$ cat src/include/cim_defines.vh
// Operation
// - unmasked power-good toggle pulses the interrupt; masked toggle does not.
// - unmasked thermistor state change pulses the interrupt; masked change does not.
// - unmasked reverse-mode toggle pulses the interrupt; masked toggle does not.
// - unmasked sync input status change pulses the interrupt; masked does not.
// - unmasked tracking rising edge pulses the interrupt; masked edge does not.
// - unmasked input under-voltage event pulses the interrupt; masked does not.
// - unmasked input over-voltage event pulses the interrupt; masked does not.
// - unmasked battery over-current event pulses the interrupt; masked does not.
// - unmasked battery over-voltage event pulses the interrupt; masked does not.
// - unmasked thermal trip event pulses the interrupt; masked does not.
// - unmasked safety timer expiry rising edge pulses the interrupt; masked does not.
// - unmasked gate-drive supply fault pulses the interrupt; masked does not.
// - both mask registers reset to zero, also on register reset.
// - converter enable bit; temp compensation forces run; clears on register reset or watchdog.
// - rate bit 0 continuous, 1 one-shot; resets to one-shot.
// - sample field 00/01/10 gives 15/14/13 bits; 11 reserved; resets to 10.
// - averaging bit 0 single value, 1 running average.
// - seed select 0 uses existing result, 1 uses new conversion.
// - converter control resets to 0x60.
// - each event sets its flag; reading the flag register clears it.
`ifndef CIM_DEFINES_VH
`define CIM_DEFINES_VH

// ----------------------------------------------------------------
// register offsets
// ----------------------------------------------------------------
`define CIM_OFS_CHG_MASK     8'h29
`define CIM_OFS_FAULT_MASK   8'h2A
`define CIM_OFS_CONV_CTRL    8'h2B

// ----------------------------------------------------------------
// reset values and writable bits
// ----------------------------------------------------------------
`define CIM_RST_CHG_MASK     8'h00
`define CIM_RST_FAULT_MASK   8'h00
`define CIM_RST_CONV_CTRL    8'h60
`define CIM_RST_EFF_BITS     4'hD
`define CIM_WR_CHG_MASK      8'h9B
`define CIM_WR_FAULT_MASK    8'hFE
`define CIM_WR_CONV_CTRL     8'hFC
`define CIM_ZERO8            8'h00

// ----------------------------------------------------------------
// charger mask / flag bit positions
// ----------------------------------------------------------------
`define CIM_B_PG             7
`define CIM_B_TS             4
`define CIM_B_REV            3
`define CIM_B_SYNC           1
`define CIM_B_MPPT           0

// ----------------------------------------------------------------
// fault mask / flag bit positions
// ----------------------------------------------------------------
`define CIM_B_UV             7
`define CIM_B_OV             6
`define CIM_B_OCP            5
`define CIM_B_BOV            4
`define CIM_B_THERMAL_TRIP          3
`define CIM_B_TMR            2
`define CIM_B_DRV            1

// ----------------------------------------------------------------
// converter control fields
// ----------------------------------------------------------------
`define CIM_B_ADC_EN         7
`define CIM_B_ADC_RATE       6
`define CIM_F_SAMPLE_HI      5
`define CIM_F_SAMPLE_LO      4
`define CIM_B_AVG            3
`define CIM_B_SEED           2
`define CIM_SAMPLE_15B       2'b00
`define CIM_SAMPLE_14B       2'b01
`define CIM_SAMPLE_13B       2'b10
`define CIM_SAMPLE_RSVD      2'b11
`define CIM_BITS_15          4'hF
`define CIM_BITS_14          4'hE
`define CIM_BITS_13          4'hD
`define CIM_BITS_NONE        4'h0

// ----------------------------------------------------------------
// edge detector geometry
// ----------------------------------------------------------------
`define CIM_TS_W             3
`define CIM_SRC_W            14

`endif

$ cat src/core/cim_edge_detect.v
`timescale 1ns/1ps
`include "cim_defines.vh"

module cim_edge_detect (
   input  wire                    clk_sys_i,
   input  wire                    arst_n_i,
   input  wire [`CIM_SRC_W-1:0]   level_i,
   input  wire [`CIM_SRC_W-1:0]   rise_only_i,
   output wire [`CIM_SRC_W-1:0]   edge_o
);

   reg  [`CIM_SRC_W-1:0] prev_r;
   reg                   armed_r;

   // ----------------------------------------------------------------
   // previous sample, armed after first sample to avoid reset glitch
   // ----------------------------------------------------------------
   always @(posedge clk_sys_i or negedge arst_n_i) begin
      if (!arst_n_i) begin
         prev_r  <= {`CIM_SRC_W{1'b0}};
         armed_r <= 1'b0;
      end else begin
         prev_r  <= level_i;
         armed_r <= 1'b1;
      end
   end

   // toggle, or rising edge where selected
   assign edge_o = {`CIM_SRC_W{armed_r}} & (level_i ^ prev_r) & (level_i | ~rise_only_i);

endmodule // cim_edge_detect

$ cat src/core/cim_irq_mask_adc_ctrl.v
`timescale 1ns/1ps
`include "cim_defines.vh"

module cim_irq_mask_adc_ctrl (
   input  wire                 clk_sys_i,
   input  wire                 arst_n_i,
   // register port, decoded from the serial engine
   input  wire [7:0]           reg_addr_i,
   input  wire [7:0]           reg_wdata_i,
   input  wire                 reg_wr_i,
   input  wire                 reg_rd_i,
   output reg  [7:0]           reg_rdata_o,
   input  wire                 reg_reset_i,
   input  wire                 watchdog_expired_i,
   // flag registers, cleared by read strobes
   input  wire                 charger_flag_rd_i,
   input  wire                 fault_flag_rd_i,
   output reg  [7:0]           charger_flags_o,
   output reg  [7:0]           fault_flags_o,
   // charger status levels
   input  wire                 input_power_good_i,
   input  wire [`CIM_TS_W-1:0] thermistor_state_i,
   input  wire                 reverse_mode_i,
   input  wire                 switching_sync_input_i,
   input  wire                 max_power_track_state_i,
   // fault condition levels
   input  wire                 input_undervolt_i,
   input  wire                 input_overvolt_i,
   input  wire                 battery_overcurrent_i,
   input  wire                 battery_overvolt_i,
   input  wire                 thermal_trip_i,
   input  wire                 safety_timer_expired_i,
   input  wire                 gate_drive_supply_fault_i,
   // converter controls
   input  wire                 temp_compensation_on_i,
   output wire                 adc_run_o,
   output wire                 adc_continuous_o,
   output wire [1:0]           adc_sample_sel_o,
   output reg  [3:0]           adc_eff_bits_o,
   output wire                 averaging_on_o,
   output wire                 average_seed_sel_o,
   output wire [7:0]           charger_event_mask_b_o,
   output wire [7:0]           fault_event_mask_o,
   output reg                  int_pulse_o
);

   // register state and next values
   reg  [7:0]            chg_mask_r;
   reg  [7:0]            chg_mask_nxt;
   reg  [7:0]            fault_mask_r;
   reg  [7:0]            fault_mask_nxt;
   reg  [7:0]            conv_ctrl_r;
   reg  [7:0]            conv_ctrl_nxt;
   reg  [7:0]            chg_ev;
   reg  [7:0]            fault_ev;
   reg  [7:0]            chg_flags_nxt;
   reg  [7:0]            fault_flags_nxt;
   reg                   int_pulse_nxt;
   reg  [7:0]            rdata_nxt;
   reg  [3:0]            eff_bits_nxt;
   // decode and event wires
   wire                  sel_chg_mask;
   wire                  sel_fault_mask;
   wire                  sel_conv_ctrl;
   wire                  sample_code_rsvd;
   wire [`CIM_SRC_W-1:0] src_level;
   wire [`CIM_SRC_W-1:0] src_rise;
   wire [`CIM_SRC_W-1:0] src_edge;

   // ----------------------------------------------------------------
   // helper functions
   // ----------------------------------------------------------------
   // merge write data into writable bits only
   function [7:0] wr_merge;
      input [7:0] old_v;
      input [7:0] new_v;
      input [7:0] wmask;
      begin
         wr_merge = (old_v & ~wmask) | (new_v & wmask);
      end
   endfunction

   // register selected by the current offset
   function reg_hit;
      input [7:0] addr_v;
      input [7:0] ofs_v;
      begin
         reg_hit = (addr_v == ofs_v);
      end
   endfunction

   // any event whose mask bit is clear
   function unmasked_any;
      input [7:0] ev_v;
      input [7:0] mask_v;
      begin
         unmasked_any = |(ev_v & ~mask_v);
      end
   endfunction

   // read clear of flags, set beats read clear
   function [7:0] flag_update;
      input [7:0] flags_v;
      input       clear_v;
      input [7:0] ev_v;
      begin
         flag_update = (clear_v ? `CIM_ZERO8 : flags_v) | ev_v;
      end
   endfunction

   // sample code to effective resolution, zero for the refused code
   function [3:0] eff_bits;
      input [1:0] code_v;
      begin
         case (code_v)
            `CIM_SAMPLE_15B: eff_bits = `CIM_BITS_15;
            `CIM_SAMPLE_14B: eff_bits = `CIM_BITS_14;
            `CIM_SAMPLE_13B: eff_bits = `CIM_BITS_13;
            default:         eff_bits = `CIM_BITS_NONE;
         endcase
      end
   endfunction

   // ----------------------------------------------------------------
   // address decode, shared by writes and reads
   // ----------------------------------------------------------------
   assign sel_chg_mask     = reg_hit(reg_addr_i, `CIM_OFS_CHG_MASK);
   assign sel_fault_mask   = reg_hit(reg_addr_i, `CIM_OFS_FAULT_MASK);
   assign sel_conv_ctrl    = reg_hit(reg_addr_i, `CIM_OFS_CONV_CTRL);
   // write of the reserved sample code
   assign sample_code_rsvd = (reg_wdata_i[`CIM_F_SAMPLE_HI:`CIM_F_SAMPLE_LO] == `CIM_SAMPLE_RSVD);

   // ----------------------------------------------------------------
   // event detection
   // ----------------------------------------------------------------
   // order: pg, ts[2:0], rev, sync, mppt, uv, ov, ocp, bov, thermal_trip, tmr, drv
   assign src_level = {input_power_good_i,          // bit 13
                       thermistor_state_i,          // bits 12:10
                       reverse_mode_i,
                       switching_sync_input_i,
                       max_power_track_state_i,
                       input_undervolt_i,
                       input_overvolt_i,
                       battery_overcurrent_i,
                       battery_overvolt_i,
                       thermal_trip_i,
                       safety_timer_expired_i,
                       gate_drive_supply_fault_i};  // bit 0
   // status bits toggle, mppt and faults trigger on entry only
   assign src_rise  = {7'b000_0001,   // status toggles, mppt rise
                       7'b111_1111};  // all faults rise

   // one edge detector for all sources
   cim_edge_detect u_edge (
      .clk_sys_i   (clk_sys_i),
      .arst_n_i    (arst_n_i),
      .level_i     (src_level),
      .rise_only_i (src_rise),
      .edge_o      (src_edge)
   );

   // map edges onto flag bit layout
   always @* begin
      chg_ev                 = `CIM_ZERO8;
      fault_ev               = `CIM_ZERO8;
      chg_ev[`CIM_B_PG]      = src_edge[13];
      chg_ev[`CIM_B_TS]      = |src_edge[12:10];
      chg_ev[`CIM_B_REV]     = src_edge[9];
      chg_ev[`CIM_B_SYNC]    = src_edge[8];
      chg_ev[`CIM_B_MPPT]    = src_edge[7];
      fault_ev[`CIM_B_UV]    = src_edge[6];
      fault_ev[`CIM_B_OV]    = src_edge[5];
      fault_ev[`CIM_B_OCP]   = src_edge[4];
      fault_ev[`CIM_B_BOV]   = src_edge[3];
      fault_ev[`CIM_B_THERMAL_TRIP] = src_edge[2];
      fault_ev[`CIM_B_TMR]   = src_edge[1];
      fault_ev[`CIM_B_DRV]   = src_edge[0];
   end

   // ----------------------------------------------------------------
   // interrupt pulse and event flags
   // ----------------------------------------------------------------
   // mask gates only the pulse; flags set regardless
   always @* begin
      int_pulse_nxt   = unmasked_any(chg_ev, chg_mask_r) | unmasked_any(fault_ev, fault_mask_r);
      chg_flags_nxt   = flag_update(charger_flags_o, charger_flag_rd_i, chg_ev);
      fault_flags_nxt = flag_update(fault_flags_o, fault_flag_rd_i, fault_ev);
   end

   // pulse and flag flip-flops
   always @(posedge clk_sys_i or negedge arst_n_i) begin
      if (!arst_n_i) begin
         int_pulse_o     <= 1'b0;
         charger_flags_o <= `CIM_ZERO8;
         fault_flags_o   <= `CIM_ZERO8;
      end else begin
         int_pulse_o     <= int_pulse_nxt;
         charger_flags_o <= chg_flags_nxt;
         fault_flags_o   <= fault_flags_nxt;
      end
   end

   // ----------------------------------------------------------------
   // mask registers
   // ----------------------------------------------------------------
   // register reset beats a write in the same cycle
   always @* begin
      chg_mask_nxt   = chg_mask_r;
      fault_mask_nxt = fault_mask_r;
      if (reg_reset_i) begin
         chg_mask_nxt   = `CIM_RST_CHG_MASK;
         fault_mask_nxt = `CIM_RST_FAULT_MASK;
      end else if (reg_wr_i && sel_chg_mask) begin
         chg_mask_nxt   = wr_merge(chg_mask_r, reg_wdata_i, `CIM_WR_CHG_MASK);
      end else if (reg_wr_i && sel_fault_mask) begin
         fault_mask_nxt = wr_merge(fault_mask_r, reg_wdata_i, `CIM_WR_FAULT_MASK);
      end
   end

   // mask flip-flops
   always @(posedge clk_sys_i or negedge arst_n_i) begin
      if (!arst_n_i) begin
         chg_mask_r   <= `CIM_RST_CHG_MASK;
         fault_mask_r <= `CIM_RST_FAULT_MASK;
      end else begin
         chg_mask_r   <= chg_mask_nxt;
         fault_mask_r <= fault_mask_nxt;
      end
   end

   // ----------------------------------------------------------------
   // converter control register
   // ----------------------------------------------------------------
   // reserved sample code is refused, field keeps its old value
   always @* begin
      conv_ctrl_nxt = conv_ctrl_r;
      if (reg_reset_i) begin
         conv_ctrl_nxt = `CIM_RST_CONV_CTRL;
      end else begin
         if (reg_wr_i && sel_conv_ctrl) begin
            conv_ctrl_nxt = wr_merge(conv_ctrl_r, reg_wdata_i, `CIM_WR_CONV_CTRL);
            if (sample_code_rsvd) begin
               conv_ctrl_nxt[`CIM_F_SAMPLE_HI:`CIM_F_SAMPLE_LO] =
                  conv_ctrl_r[`CIM_F_SAMPLE_HI:`CIM_F_SAMPLE_LO];
            end
         end
         if (watchdog_expired_i) begin
            conv_ctrl_nxt[`CIM_B_ADC_EN] = 1'b0;
         end
      end
      eff_bits_nxt = eff_bits(conv_ctrl_nxt[`CIM_F_SAMPLE_HI:`CIM_F_SAMPLE_LO]);
   end

   // control and resolution flip-flops
   always @(posedge clk_sys_i or negedge arst_n_i) begin
      if (!arst_n_i) begin
         conv_ctrl_r    <= `CIM_RST_CONV_CTRL;
         adc_eff_bits_o <= `CIM_RST_EFF_BITS;
      end else begin
         conv_ctrl_r    <= conv_ctrl_nxt;
         adc_eff_bits_o <= eff_bits_nxt;
      end
   end

   // ----------------------------------------------------------------
   // converter steering
   // ----------------------------------------------------------------
   // enable, rate and field views of the control register
   assign adc_run_o          = conv_ctrl_r[`CIM_B_ADC_EN] | temp_compensation_on_i;
   assign adc_continuous_o   = ~conv_ctrl_r[`CIM_B_ADC_RATE];
   assign adc_sample_sel_o   = conv_ctrl_r[`CIM_F_SAMPLE_HI:`CIM_F_SAMPLE_LO];
   assign averaging_on_o     = conv_ctrl_r[`CIM_B_AVG];
   assign average_seed_sel_o = conv_ctrl_r[`CIM_B_SEED];

   // mask contents for the host side
   assign charger_event_mask_b_o = chg_mask_r;
   assign fault_event_mask_o     = fault_mask_r;

   // ----------------------------------------------------------------
   // read data, registered on read strobe
   // ----------------------------------------------------------------
   // reserved bits and unmapped offsets read zero
   always @* begin
      if (sel_chg_mask) begin
         rdata_nxt = chg_mask_r & `CIM_WR_CHG_MASK;
      end else if (sel_fault_mask) begin
         rdata_nxt = fault_mask_r & `CIM_WR_FAULT_MASK;
      end else if (sel_conv_ctrl) begin
         rdata_nxt = conv_ctrl_r & `CIM_WR_CONV_CTRL;
      end else begin
         rdata_nxt = `CIM_ZERO8;
      end
   end

   // read data holds until the next read strobe
   always @(posedge clk_sys_i or negedge arst_n_i) begin
      if (!arst_n_i) begin
         reg_rdata_o <= `CIM_ZERO8;
      end else if (reg_rd_i) begin
         reg_rdata_o <= rdata_nxt;
      end
   end

endmodule // cim_irq_mask_adc_ctrl

$ cat config.mk
export PLATFORM = sky130hd
export DESIGN_NAME = cim_irq_mask_adc_ctrl
export DESIGN_NICKNAME = d
export VERILOG_FILES = /design/src/core/cim_edge_detect.v /design/src/core/cim_irq_mask_adc_ctrl.v
export VERILOG_INCLUDE_DIRS = /design/src /design/src/include
export SDC_FILE = /design/constraint.sdc
export NUM_CORES = 1
export LEC_CHECK = 0
export BUFFER_PORTS_ARGS = -buffer_cell sky130_fd_sc_hd__clkbuf_2
export CAP_MARGIN = 10
export CORE_ASPECT_RATIO = 1.5
export CORE_UTILIZATION = 40
export DETAILED_ROUTE_END_ITERATION = 7
export GPL_ROUTABILITY_DRIVEN = 0
export HOLD_SLACK_MARGIN = 0.15
export PLACE_DENSITY = 0.73
export SYNTH_ARGS = -nofsm -noshare
export SYNTH_HDL_FRONTEND = slang
export SYNTH_SLANG_ARGS = --single-unit
$ cat constraint.sdc
create_clock -name clk_sys_i -period 1.5 [get_ports clk_sys_i]
set_clock_uncertainty 0.05 [all_clocks]
set_input_delay 0.225 -clock clk_sys_i [delete_from_list [all_inputs] [get_ports clk_sys_i]]
set_output_delay 0.225 -clock clk_sys_i [all_outputs]
set_load 0.05 [all_outputs]
==> qor.yml, run 1 <==
clock_network:
  cts.sinks: 57
  cts_buffers: 9
  cts_tree: "yes"
  clock_latency_ns: 0.34
  max-clock-path-buffers: 2
  h-tree-depth: 3
  root_buffer: "clkbuf_8"
  clk_pin_slew_ns: 0.06
floorplanning:
  die_w_um: 66.0
  core_mm2: 0.00587
  num_io_pins: 90
  die-height_um: 98.0
  initial_core_util_pct: 41.9
  die_area_mm2: 0.00647
  rows: 34
status:
  outcome: "complete, but fails checks"
  failed_checks: "negative setup slack"
synth:
  ys_seq_area_share_pct: 58.2
  synth_top_family_by_area: "simple AND/OR/NAND/NOR gates"
  ys.flop_type: "dfrtp_1"
  synth_compound_area_share_pct: 9.36
  synth_most_common_cell: "dfrtp_1"
  syn_inst: 221
  ys_warn_count: 0
  synthTopCellsByArea: "dfrtp_1, mux2i_1, dfstp_2"
  synth.distinct_cells: 40
  synth_adder_area_share_pct: 0
  synthSimpleGateAreaFrac_pct: 14.0
  netlist.top_cell.by_area: "dfrtp_1"
  syn_area_mm2: 0.00246
  synthMuxAreaShare_pct: 8.04
  synth_area_per_cell_um2: 11.1
  async_flop_share_pct: 100
  ys_seq_elements: 57
  synth-edff-count: 0
  synth_xor_area_share_pct: 2.14
  netlist.area_leader.share_pct: 53.9
  yosys-top-cells-count: "dfrtp_1, inv_1, nand2_1"
cells_and_area:
  layout-drive-gt1-share_pct: 41.3
  stdcell_area_mm2: 0.00363
  fillers: 502
  diodes: 0
  area_growth_pct: 47.5
  nNetsFinal: 397
critical_path:
  path_cells: "buf_4 -> nand3b_1 -> o22ai_2 -> nor3_2 -> or4b_4"
  critPathArrivalTime_ns: 1.80
  end_kind: "flip-flop"
  cpPeakStageDelay_ns: 0.47
  critPathSlowestCell: "or4b_4"
  path_delay_family: "simple AND/OR/NAND/NOR gates"
  crit_type: "reg -> reg"
  crit_fanout: 7
  startpoint_type: "flip-flop"
  cp.required_ns: 1.66
  critPathBufInv: 1
route:
  num_vias: 2101
  remaining_drc_errors: 0
  drtIter0Drc: 121
  dr.pass1.iters: 5
  via_per_inst: 4.83
  ant_nets: 0
  routed_wl_um: 6220
  wl_per_cell_um: 14.3
global_route:
  grt_pass1_vias: 2211
  antenna_found_initial: 0
  grt_overflow: 0
  grt_pass1_wl_um: 10300
  gr-usage-all-layers_pct: 21.5
  grt_max_degree: 58
place:
  dpl_cell_area_mm2: 0.00308
  portBuffers: 81
  hpwl_um: 4370
pwr:
  power.leakage_nw: 1.81
  ir_worst_vdd_mv: 0.674
  power.density_mw_per_mm2: 942
  totalPowerFinal_mw: 3.42
sta:
  hold_violations: 0
  worst_slack_ns: -0.137
  setup_violations: 2
  period_needed_ns: 1.64
  final.setup.tns_ns: -0.137
  maxSlewViolCount: 0
  rsz0062_at_grt: "true"
  fin_crit_sh_pct: 109
  fmax_mhz: 611
flow_run:
  drv_cap: 0
min_path:
  hold_class: "in -> reg"
-- cell families (layout without fill, tap and decap cells) --
family	count (synthesis)	in the layout
flops	57	57
buf+inv	41	176
mux	19	19
simple gates	59	59
xor+xnor	6	6
compound gates	37	37
other cells	2	9
-- routing by layer --
| metal | routed length (um) | part of all wire (%) | global-route usage [%] | up-vias |
|---|---|---|---|---|
| met3 | 274 | 4.4 | 4.44 | 16 |
| met2 | 3240 | 52 | 36.5 | 70 |
| met5 | 0 | 0 | 0 | - |
| met4 | 221 | 3.6 | 11.8 | 0 |
| li1 | - | - | - | 1008 |
| met1 | 2490 | 40 | 24.6 | 1007 |
-- worst register-to-register path: stages, from the launching register on --
cell	delay, ns
dfrtp_2	0.45
buf_4	0.17
nand3b_1	0.12
o22ai_2	0.10
nor3_2	0.15
or4b_4	0.47
-- area by class of cell --
type	instances	area (um2)	area share, %
multi-input combinational	130	906	25.0
inverter	24	90.1	2.48
timing repair buffer	136	936	25.8
clock buffer	16	170	4.69
tap	72	90.1	2.48
sequential	57	1440	39.6
-- power by group --
group | internal [mW] | switching, mW
Clock | 0.694 | 0.580
Combinational | 0.190 | 0.335
Sequential | 1.59 | 0.0268
Total | 2.48 | 0.941
-- sequential cells by signal (all words and copies together) (netlist names) --
name	cells
fault_event_mask_o	7
int_pulse_o	1
charger_flags_o	5
u_edge.prev_r	14
adc_eff_bits_o	3
u_edge.armed_r	1
charger_event_mask_b_o	5
conv_ctrl_r	6
fault_flags_o	7
reg_rdata_o	8
-- worst paths after layout --
check | from | end | slack [ns] | depth (start not counted)
min | reg_wdata_i[4] | adc_eff_bits_o[0]$_DFF_PN1_ | 0.16 | 2
min in group asynchronous | arst_n_i | reg_rdata_o[3]$_DFFE_PN0P_ | 0.37 | 3
max in group asynchronous | arst_n_i | conv_ctrl_r[5]$_DFF_PN1_ | 0.72 | 3
max reg2reg | u_edge.armed_r$_DFF_PN0_ | int_pulse_o$_DFF_PN0_ | -0.14 | 5
min reg2reg | conv_ctrl_r[5]$_DFF_PN1_ | adc_eff_bits_o[2]$_DFF_PN1_ | 0.45 | 1
max | u_edge.armed_r$_DFF_PN0_ | int_pulse_o$_DFF_PN0_ | -0.14 | 5
-- cell usage in the layout, fill, tap and decap left out, types with 2 or more instances in the layout --
cell type,n
dfrtp_1,49
conb_1,9
nand2_1,17
clkbuf_2,80
nand3b_1,8
clkbuf_8,11
buf_6,6
dfstp_2,4
o21ai_0,12
mux2_2,6
nor2b_1,2
a22oi_1,3
or4bb_1,3
mux2i_1,12
a21oi_1,3
inv_1,24
dlygate4sd3_1,24
dfrtp_2,4
or4b_4,3
clkbuf_1,5
nand4_1,2
nor2_1,15
buf_12,2
o22ai_1,9
buf_4,23
xor2_1,6
-- what timing repair did --
action,4_1_cts,5_1_grt
setup endpoints to repair,16,18
endpoints found under the hold margin,93,0
setup buffers,8,1
gates resized for setup,13,9
pin swaps,3,2
hold buffers,24,0
-- through the flow --
step,hold slack (ns),setup WS [ns],util (%),cells
after floorplan,-0.121,-0.288,-,228
after global placement,0.202,-0.412,52.5,388
after detailed placement,0.210,-0.453,52.5,388
after CTS,0.151,-0.134,61.1,435
after global routing,0.189,-0.197,61.8,435
final,0.156,-0.137,61.8,435
Note: power is estimated with default switching activity, not from simulation.
==> run 2, diff against run 1 <==
Settings changed: PLACE_DENSITY 0.73 to 0.72, SYNTH_HIERARCHICAL from default to 1.
==> run 2 against run 1 <==
Compared with the run above: the run still ends with negative setup slack left; critical path type unchanged; sequential cell count stayed put; clock-buffer cell count shrank 3; non-clock buffer count rose by 1; critical endpoint unchanged.
==> qor.yml, run 2 <==
cells_and_area:
  layout-drive-gt1-share_pct: 38.3  # -3.0 points
  stdcell_area_mm2: 0.00387  # +6.6%
  instances_no_fill: 473  # +8.7%
  reg.largest.list: "u_edge/prev_r: 14 flops, reg_rdata_o: 8 flops"
  seq_area_mm2: 0.00143  # -0.26%
  largest-register: "u_edge/prev_r"
  diodes: 0  # unchanged
  final_util_pct: 59.2  # -2.6 points
  mostFrequentLayoutCells: "clkbuf_2, dfrtp_1, nand2_1, buf_4, dlygate4sd3_1"
  multiInputGateArea_mm2: 0.00114  # +26%
  largest_register_ff_count: 14  # unchanged
  area_growth_pct: 42.3
  final_common_cell: "clkbuf_2"
  fillers: 592  # +18%
  nNetsFinal: 431  # +8.6%
clock_network:
  root_buffer: "clkbuf_8"
  cts_buffers: 9  # unchanged
  clock_latency_ns: 0.35  # about the same
  max-clock-path-buffers: 2  # unchanged
  cts_tree: "yes"
  clk_pin_slew_ns: 0.07  # about the same
  h-tree-depth: 3  # unchanged
  cts.sinks: 57  # unchanged
route:
  num_vias: 2343  # +12%
  via_per_inst: 4.95  # +2.6%
  drtIter0Drc: 115  # -5.0%
  ant_nets: 0  # unchanged
  wl_per_cell_um: 14.4  # +0.61%
  dr.pass1.iters: 4  # -1
  routed_wl_um: 6810  # +9.4%
  remaining_drc_errors: 0  # unchanged
synth:
  synthTopCellsByArea: "dfrtp_1, mux2i_1, nand2_1"
  synth_area_per_cell_um2: 11.1  # -0.30%
  netlist.top_cell.by_area: "dfrtp_1"
  syn_inst: 245  # +11%
  ys_seq_elements: 57  # unchanged
  synth_most_common_cell: "dfrtp_1"
  synth_compound_area_share_pct: 16.2  # +6.8 points
  synth_adder_area_share_pct: 0  # unchanged
  synth.distinct_cells: 45  # +13%
  ys.flop_type: "dfrtp_1"
  synthMuxAreaShare_pct: 7.13  # -0.90 points
  ys_warn_count: 6  # +6
  synth-edff-count: 0  # unchanged
  yosys-top-cells-count: "dfrtp_1, nand2_1, inv_1"
  synthSimpleGateAreaFrac_pct: 15.3  # +1.3 points
  ys_seq_area_share_pct: 52.6  # -5.5 points
  syn_area_mm2: 0.00272  # +11%
  netlist.area_leader.share_pct: 48.8  # -5.1 points
  synth_xor_area_share_pct: 0  # -2.1 points
  async_flop_share_pct: 100  # unchanged
  synth_top_family_by_area: "compound AO/OA/AOI/OAI gates"
pwr:
  power_switching_share_pct: 27.8  # +0.20 points
  internal_power_mw: 2.67  # +7.9%
  seqPwrFrac_pct: 44.1  # -3.3 points
  totalPowerFinal_mw: 3.70  # +8.2%
  p_clk_share_pct: 39.7  # +2.4 points
  power_frac_comb_pct: 16.3  # +0.9 points
  switching_power_mw: 1.03  # +9.0%
  power.leakage_nw: 2.02  # +12%
  power.density_mw_per_mm2: 955  # +1.5%
  ir_worst_vdd_mv: 0.816  # +21%
sta:
  rsz0062_at_grt: "true"
  worst_slack_ns: -0.395  # -0.259 ns
  maxSlewViolCount: 0  # unchanged
  fmax_mhz: 528  # -14%
  hold_violations: 0  # unchanged
  period_needed_ns: 1.90  # +0.259 ns
  setup_violations: 1  # -1
  fin_crit_sh_pct: 126  # +17 points
place:
  hpwl_um: 5010  # +15%
  dpl_cell_area_mm2: 0.00336  # +9.0%
  portBuffers: 81  # unchanged
  preCtsSetupSlack_ns: -0.522  # -0.0698 ns
  place_inst: 427  # +10%
floorplanning:
  num_io_pins: 90  # unchanged
  core_mm2: 0.00653  # +11%
  die_w_um: 69.3  # +5.0%
  rows: 36  # +5.9%
  die-height_um: 103  # +5.0%
  initial_core_util_pct: 41.6  # -0.27 points
  die_area_mm2: 0.00714  # +10%
min_path:
  holdPathStages: 3  # +1
  hold_class: "in -> reg"
critical_path:
  startpoint_type: "flip-flop"
  end_kind: "flip-flop"
  crit_fanout: 6  # -1
  cp.required_ns: 1.67  # about the same
  crit_type: "reg -> reg"
  critPathArrivalTime_ns: 2.07  # +0.27 ns
  rr_worst_depth: 6  # +1
status:
  failed_checks: "negative setup slack"
  outcome: "complete, but fails checks"
global_route:
  grt_max_degree: 24  # -59%
  grt_pass1_wl_um: 11000  # +7.0%
  grt_pass1_vias: 2268  # +2.6%
  grt_overflow: 0  # unchanged
  antenna_found_initial: 0  # unchanged
  gr-usage-all-layers_pct: 20.3  # -1.2 points
flow_run:
  drv_cap: 0  # unchanged
run 2: cell count changes after synthesis, moves of 4 or more:
| cell | change |
|---|---|
| nor2_1 | -11 |
| nand2_1 | +17 |
| o31ai_2 | +6 |
| nand3b_1 | +4 |
| inv_1 | -5 |
| o21ai_0 | -11 |
| xor2_1 | -6 |
| nor2b_1 | +5 |
| a21o_1 | +10 |
| o31ai_1 | +5 |
run 2: worst max-delay path: stages, from the launching register on:
cell	delay, ns
dfrtp_2	0.45
buf_6	0.14
nand3b_1	0.09
o31ai_2	0.09
nor2b_1	0.13
a2111o_1	0.33
or4b_1	0.50
run 2: final timing paths:
path | startpoint | endpoint | slack, ns
setup / recovery | u_edge/armed_r$_DFF_PN0_ | int_pulse_o$_DFF_PN0_ | -0.40
max in group asynchronous | arst_n_i | conv_ctrl_r[6]$_DFFE_PN1P_ | 0.53
setup reg to reg | u_edge/armed_r$_DFF_PN0_ | int_pulse_o$_DFF_PN0_ | -0.40
hold reg to reg | fault_flags_o[5]$_DFF_PN0_ | fault_flags_o[5]$_DFF_PN0_ | 0.43
min in group asynchronous | arst_n_i | reg_rdata_o[0]$_DFFE_PN0P_ | 0.32
hold / removal | reg_wdata_i[3] | fault_event_mask_o[3]$_DFFE_PN0P_ | 0.15
run 2: logic make-up (layout without fill, tap and decap cells):
logic type,count (synthesis),in the layout
AO/OA/AOI/OAI,53,53
buffers and inverters,40,172
flip-flops,57,57
multiplexers,19,19
other,3,23
AND/OR/NAND/NOR,73,73
run 2: area by class of cell:
class                   count  share of cell area (%)
inverters                  19                    1.84
well taps                  76                    2.46
clock buffers              13                    4.11
multi-input cells         168                    29.6
clock inverters             3                    1.03
flip-flops and latches     57                    37.0
repair buffers            137                    23.9
run 2: per-stage QoR:
| step | setup TNS [ns] | hold WS, ns |
|---|---|---|
| 6_report | -0.395 | 0.154 |
| 5_1_grt | -0.435 | 0.178 |
| 4_1_cts | -0.384 | 0.155 |
| 3_5_place_dp | -0.668 | 0.145 |
| 3_3_place_gp | -0.548 | 0.143 |
| 2_1_floorplan | -0.431 | -0.121 |
run 2: repair_timing:
action                                  in CTS  in global routing
resized for setup                            8                  1
setup buffers                                5                  0
hold endpoints to repair                    83                  0
hold buffers                                26                  0
endpoints found under the setup margin       5                  2
run 2: layer usage:
layer,vias to the layer above,global-route usage (%),routed length (um)
li1,1128,-,-
met1,1129,23.0,2730
met2,73,37.2,3690
met3,13,2.83,268
met4,0,10.7,119
met5,-,0,0
run 2: power by group through the flow:
| stage | registers [mW] | logic, mW | clock network [mW] |
|---|---|---|---|
| after floorplan | 1.78 | 0.226 | 0 |
| after global placement | 1.66 | 0.526 | 0 |
| after CTS | 1.63 | 0.604 | 1.50 |
| final | 1.63 | 0.601 | 1.47 |
| after global routing | 1.63 | 0.647 | 1.56 |
| after detailed placement | 1.66 | 0.534 | 0 |
==> run 3, diff against run 2 <==
Settings changed: CORE_MARGIN from default to 4, CTS_CLUSTER_SIZE from default to 28, GPL_TIMING_DRIVEN from default to 0.
==> run 3 against run 2 <==
Compared with the run above: the flow still finishes with violations (negative setup slack); via count rose by 1.6%; first-iteration DRC count rose by 13%; combinational power rose by 4.0%; largest power group unchanged; critical path type unchanged; sequential power barely moved; sequential cell count did not move; sequential share of layout area fell by 0.23 points; cell area rose by 0.55%; register-to-register slack got worse by 0.13 ns.
==> qor.yml, run 3 (synthesis gave the netlist of run 2 again) <==
critical_path:
  crit_path_start: "u_edge/armed_r$_DFF_PN0_"
  rr_startpoint: "u_edge/armed_r$_DFF_PN0_"
  cp.required_ns: 1.66  # about the same
  rr_worst_depth: 7  # +1
  end_kind: "flip-flop"
  critPathCapture: "int_pulse_o$_DFF_PN0_"
  startpoint_type: "flip-flop"
  crit_type: "reg -> reg"
  critPathArrivalTime_ns: 2.18  # +0.11 ns
  rrSetupSlack_ns: -0.52  # -0.13 ns
  crit_fanout: 10  # +4
  worstReg2RegEnd: "int_pulse_o$_DFF_PN0_"
cells_and_area:
  nNetsFinal: 429  # -0.46%
  final_common_cell: "clkbuf_2"
  layout-drive-gt1-share_pct: 38.0  # -0.31 points
  mostFrequentLayoutCells: "clkbuf_2, dfrtp_1, nand2_1, dlygate4sd3_1, conb_1"
  reg.largest.list: "u_edge/prev_r: 14 flops, reg_rdata_o: 8 flops"
  largest-register: "u_edge/prev_r"
  diodes: 0  # unchanged
  stdcell_area_mm2: 0.00389  # +0.55%
  largest_register_ff_count: 14  # unchanged
  instances_no_fill: 471  # -0.42%
  area_growth_pct: 43.1
  final_util_pct: 59.2  # -0.082 points
flow_run:
  drv_cap: 0  # unchanged
floorplanning:
  die-height_um: 109  # +5.8%
  num_io_pins: 90  # unchanged
  die_w_um: 75.3  # +8.7%
  initial_core_util_pct: 41.3  # -0.29 points
  die_area_mm2: 0.00821  # +15%
  rows: 36  # unchanged
  core_mm2: 0.00658  # +0.69%
route:
  routed_wl_um: 7220  # +6.0%
  ant_nets: 0  # unchanged
  remaining_drc_errors: 0  # unchanged
  dr.pass1.iters: 4  # unchanged
  via_per_inst: 5.05  # +2.0%
  num_vias: 2380  # +1.6%
  drtIter0Drc: 130  # +13%
  wl_per_cell_um: 15.3  # +6.4%
clock_network:
  cts.sinks: 57  # unchanged
  max-clock-path-buffers: 2  # unchanged
  cts_tree: "yes"
  clk_pin_slew_ns: 0.07  # about the same
  cts_buffers: 9  # unchanged
  h-tree-depth: 3  # unchanged
  root_buffer: "clkbuf_8"
  clock_latency_ns: 0.33  # -0.02 ns
pwr:
  p_clk_share_pct: 38.5  # -1.2 points
  power.density_mw_per_mm2: 939  # -1.7%
  power_switching_share_pct: 29.1  # +1.4 points
  ir_worst_vdd_mv: 0.589  # -28%
  power_frac_comb_pct: 17.1  # +0.8 points
  seqPwrFrac_pct: 44.4  # +0.3 points
  internal_power_mw: 2.59  # -3.0%
  power.leakage_nw: 2.00  # -1.1%
  switching_power_mw: 1.06  # +3.7%
min_path:
  holdPathStages: 3  # unchanged
  hold_class: "in -> reg"
status:
  outcome: "complete, but fails checks"
  failed_checks: "negative setup slack"
sta:
  rsz0062_at_grt: "true"
  maxSlewViolCount: 0  # unchanged
  worstMarginPinSlew_ns: 0.779
  hold_violations: 0  # unchanged
  period_needed_ns: 2.02  # +0.126 ns
  fin_crit_sh_pct: 135  # +8.4 points
  maxSlewHeadroom_pct: 48.1
  worst_slack_ns: -0.522  # -0.126 ns
  setup_violations: 2  # +1
  fmax_mhz: 495  # -6.2%
global_route:
  antenna_found_initial: 0  # unchanged
  use_met3_pct: 5.35  # +2.5 points
  grtUsageMet2_pct: 32.1  # -5.1 points
  gr-usage-met1_pct: 22.3  # -0.70 points
  grt_pass1_vias: 2492  # +9.9%
  grt_pass1_wl_um: 11800  # +7.1%
  gr-usage-all-layers_pct: 19.1  # -1.2 points
  top_usage_layer: "met2"
  grt_max_degree: 58  # +140%
  grt_overflow: 0  # unchanged
place:
  portBuffers: 78  # -3.7%
  dpl_cell_area_mm2: 0.00329  # -2.2%
  preCtsSetupSlack_ns: -0.542  # -0.0195 ns
  hpwl_um: 5300  # +5.8%
  place_inst: 419  # -1.9%
==> run 3: cell count changes in the layout (fill, tap and decap cells not counted), moves of 2 or more <==
| cell | delta |
|---|---|
| o31ai_2 | +2 |
| buf_4 | -7 |
| o31ai_1 | -2 |
| clkinvlp_4 | +3 |
| buf_6 | +3 |
| clkbuf_2 | -6 |
| clkbuf_1 | +2 |
==> run 3: power by group through the flow <==
stage | combinational (mW) | clock [mW] | sequential [mW]
2_1_floorplan | 0.226 | 0 | 1.78
3_3_place_gp | 0.526 | 0 | 1.65
3_5_place_dp | 0.536 | 0 | 1.65
4_1_cts | 0.630 | 1.44 | 1.62
5_1_grt | 0.674 | 1.50 | 1.63
6_report | 0.625 | 1.41 | 1.62
==> run 3: worst min path at each step <==
stage	startpoint	to	slack, ns
floorplan	arst_n_i	adc_eff_bits_o[1]$_DFF_PN0_	-0.12
global placement	thermistor_state_i[1]	u_edge/prev_r[11]$_DFF_PN0_	0.31
detailed placement	thermistor_state_i[1]	u_edge/prev_r[11]$_DFF_PN0_	0.32
CTS	reg_reset_i	conv_ctrl_r[6]$_DFFE_PN1P_	0.17
global route	reg_reset_i	conv_ctrl_r[6]$_DFFE_PN1P_	0.22
finish	reg_reset_i	conv_ctrl_r[6]$_DFFE_PN1P_	0.20
==> run 3: layout make-up <==
| type | count | area (um2) |
|---|---|---|
| Buffer | 21 | 158 |
| Clock buffer | 9 | 124 |
| Clock inverter | 7 | 71.3 |
| Fill cell | 578 | 2690 |
| Inverter | 19 | 71.3 |
| Multi-Input combinational cell | 168 | 1170 |
| Sequential cell | 57 | 1430 |
| Tap cell | 76 | 95.1 |
| Timing Repair Buffer | 114 | 771 |
==> run 3: worst max-delay path, stage by stage, from the launching register on <==
cell and delay, ns:
dfrtp_1 0.38, buf_6 0.13, buf_6 0.14, nand3b_1 0.10
o31ai_2 0.07, nor2b_1 0.13, a2111o_1 0.38, or4b_4 0.52
==> run 3: routing by layer <==
metal / share of wire, % / vias up
met5: 0 / -
li1: - / 1133
met1: 38 / 1132
met2: 52 / 97
met4: 2.7 / 0
met3: 7.4 / 18
==> run 3: per-stage QoR <==
stage	hold slack (ns)	total power [mW]	setup TNS, ns
CTS	0.166	3.69	-0.849
floorplan	-0.121	2.01	-0.431
detailed placement	0.316	2.19	-0.637
global route	0.225	3.80	-0.714
global placement	0.313	2.18	-3.01
finish	0.202	3.65	-0.553
==> run 3: repair_timing <==
action	CTS	global route
buffers inserted	12	3
endpoints found under the hold margin	83	0
endpoints found under the setup margin	5	5
hold buffers	26	0
pin swaps	4	1
gates resized for setup	14	4
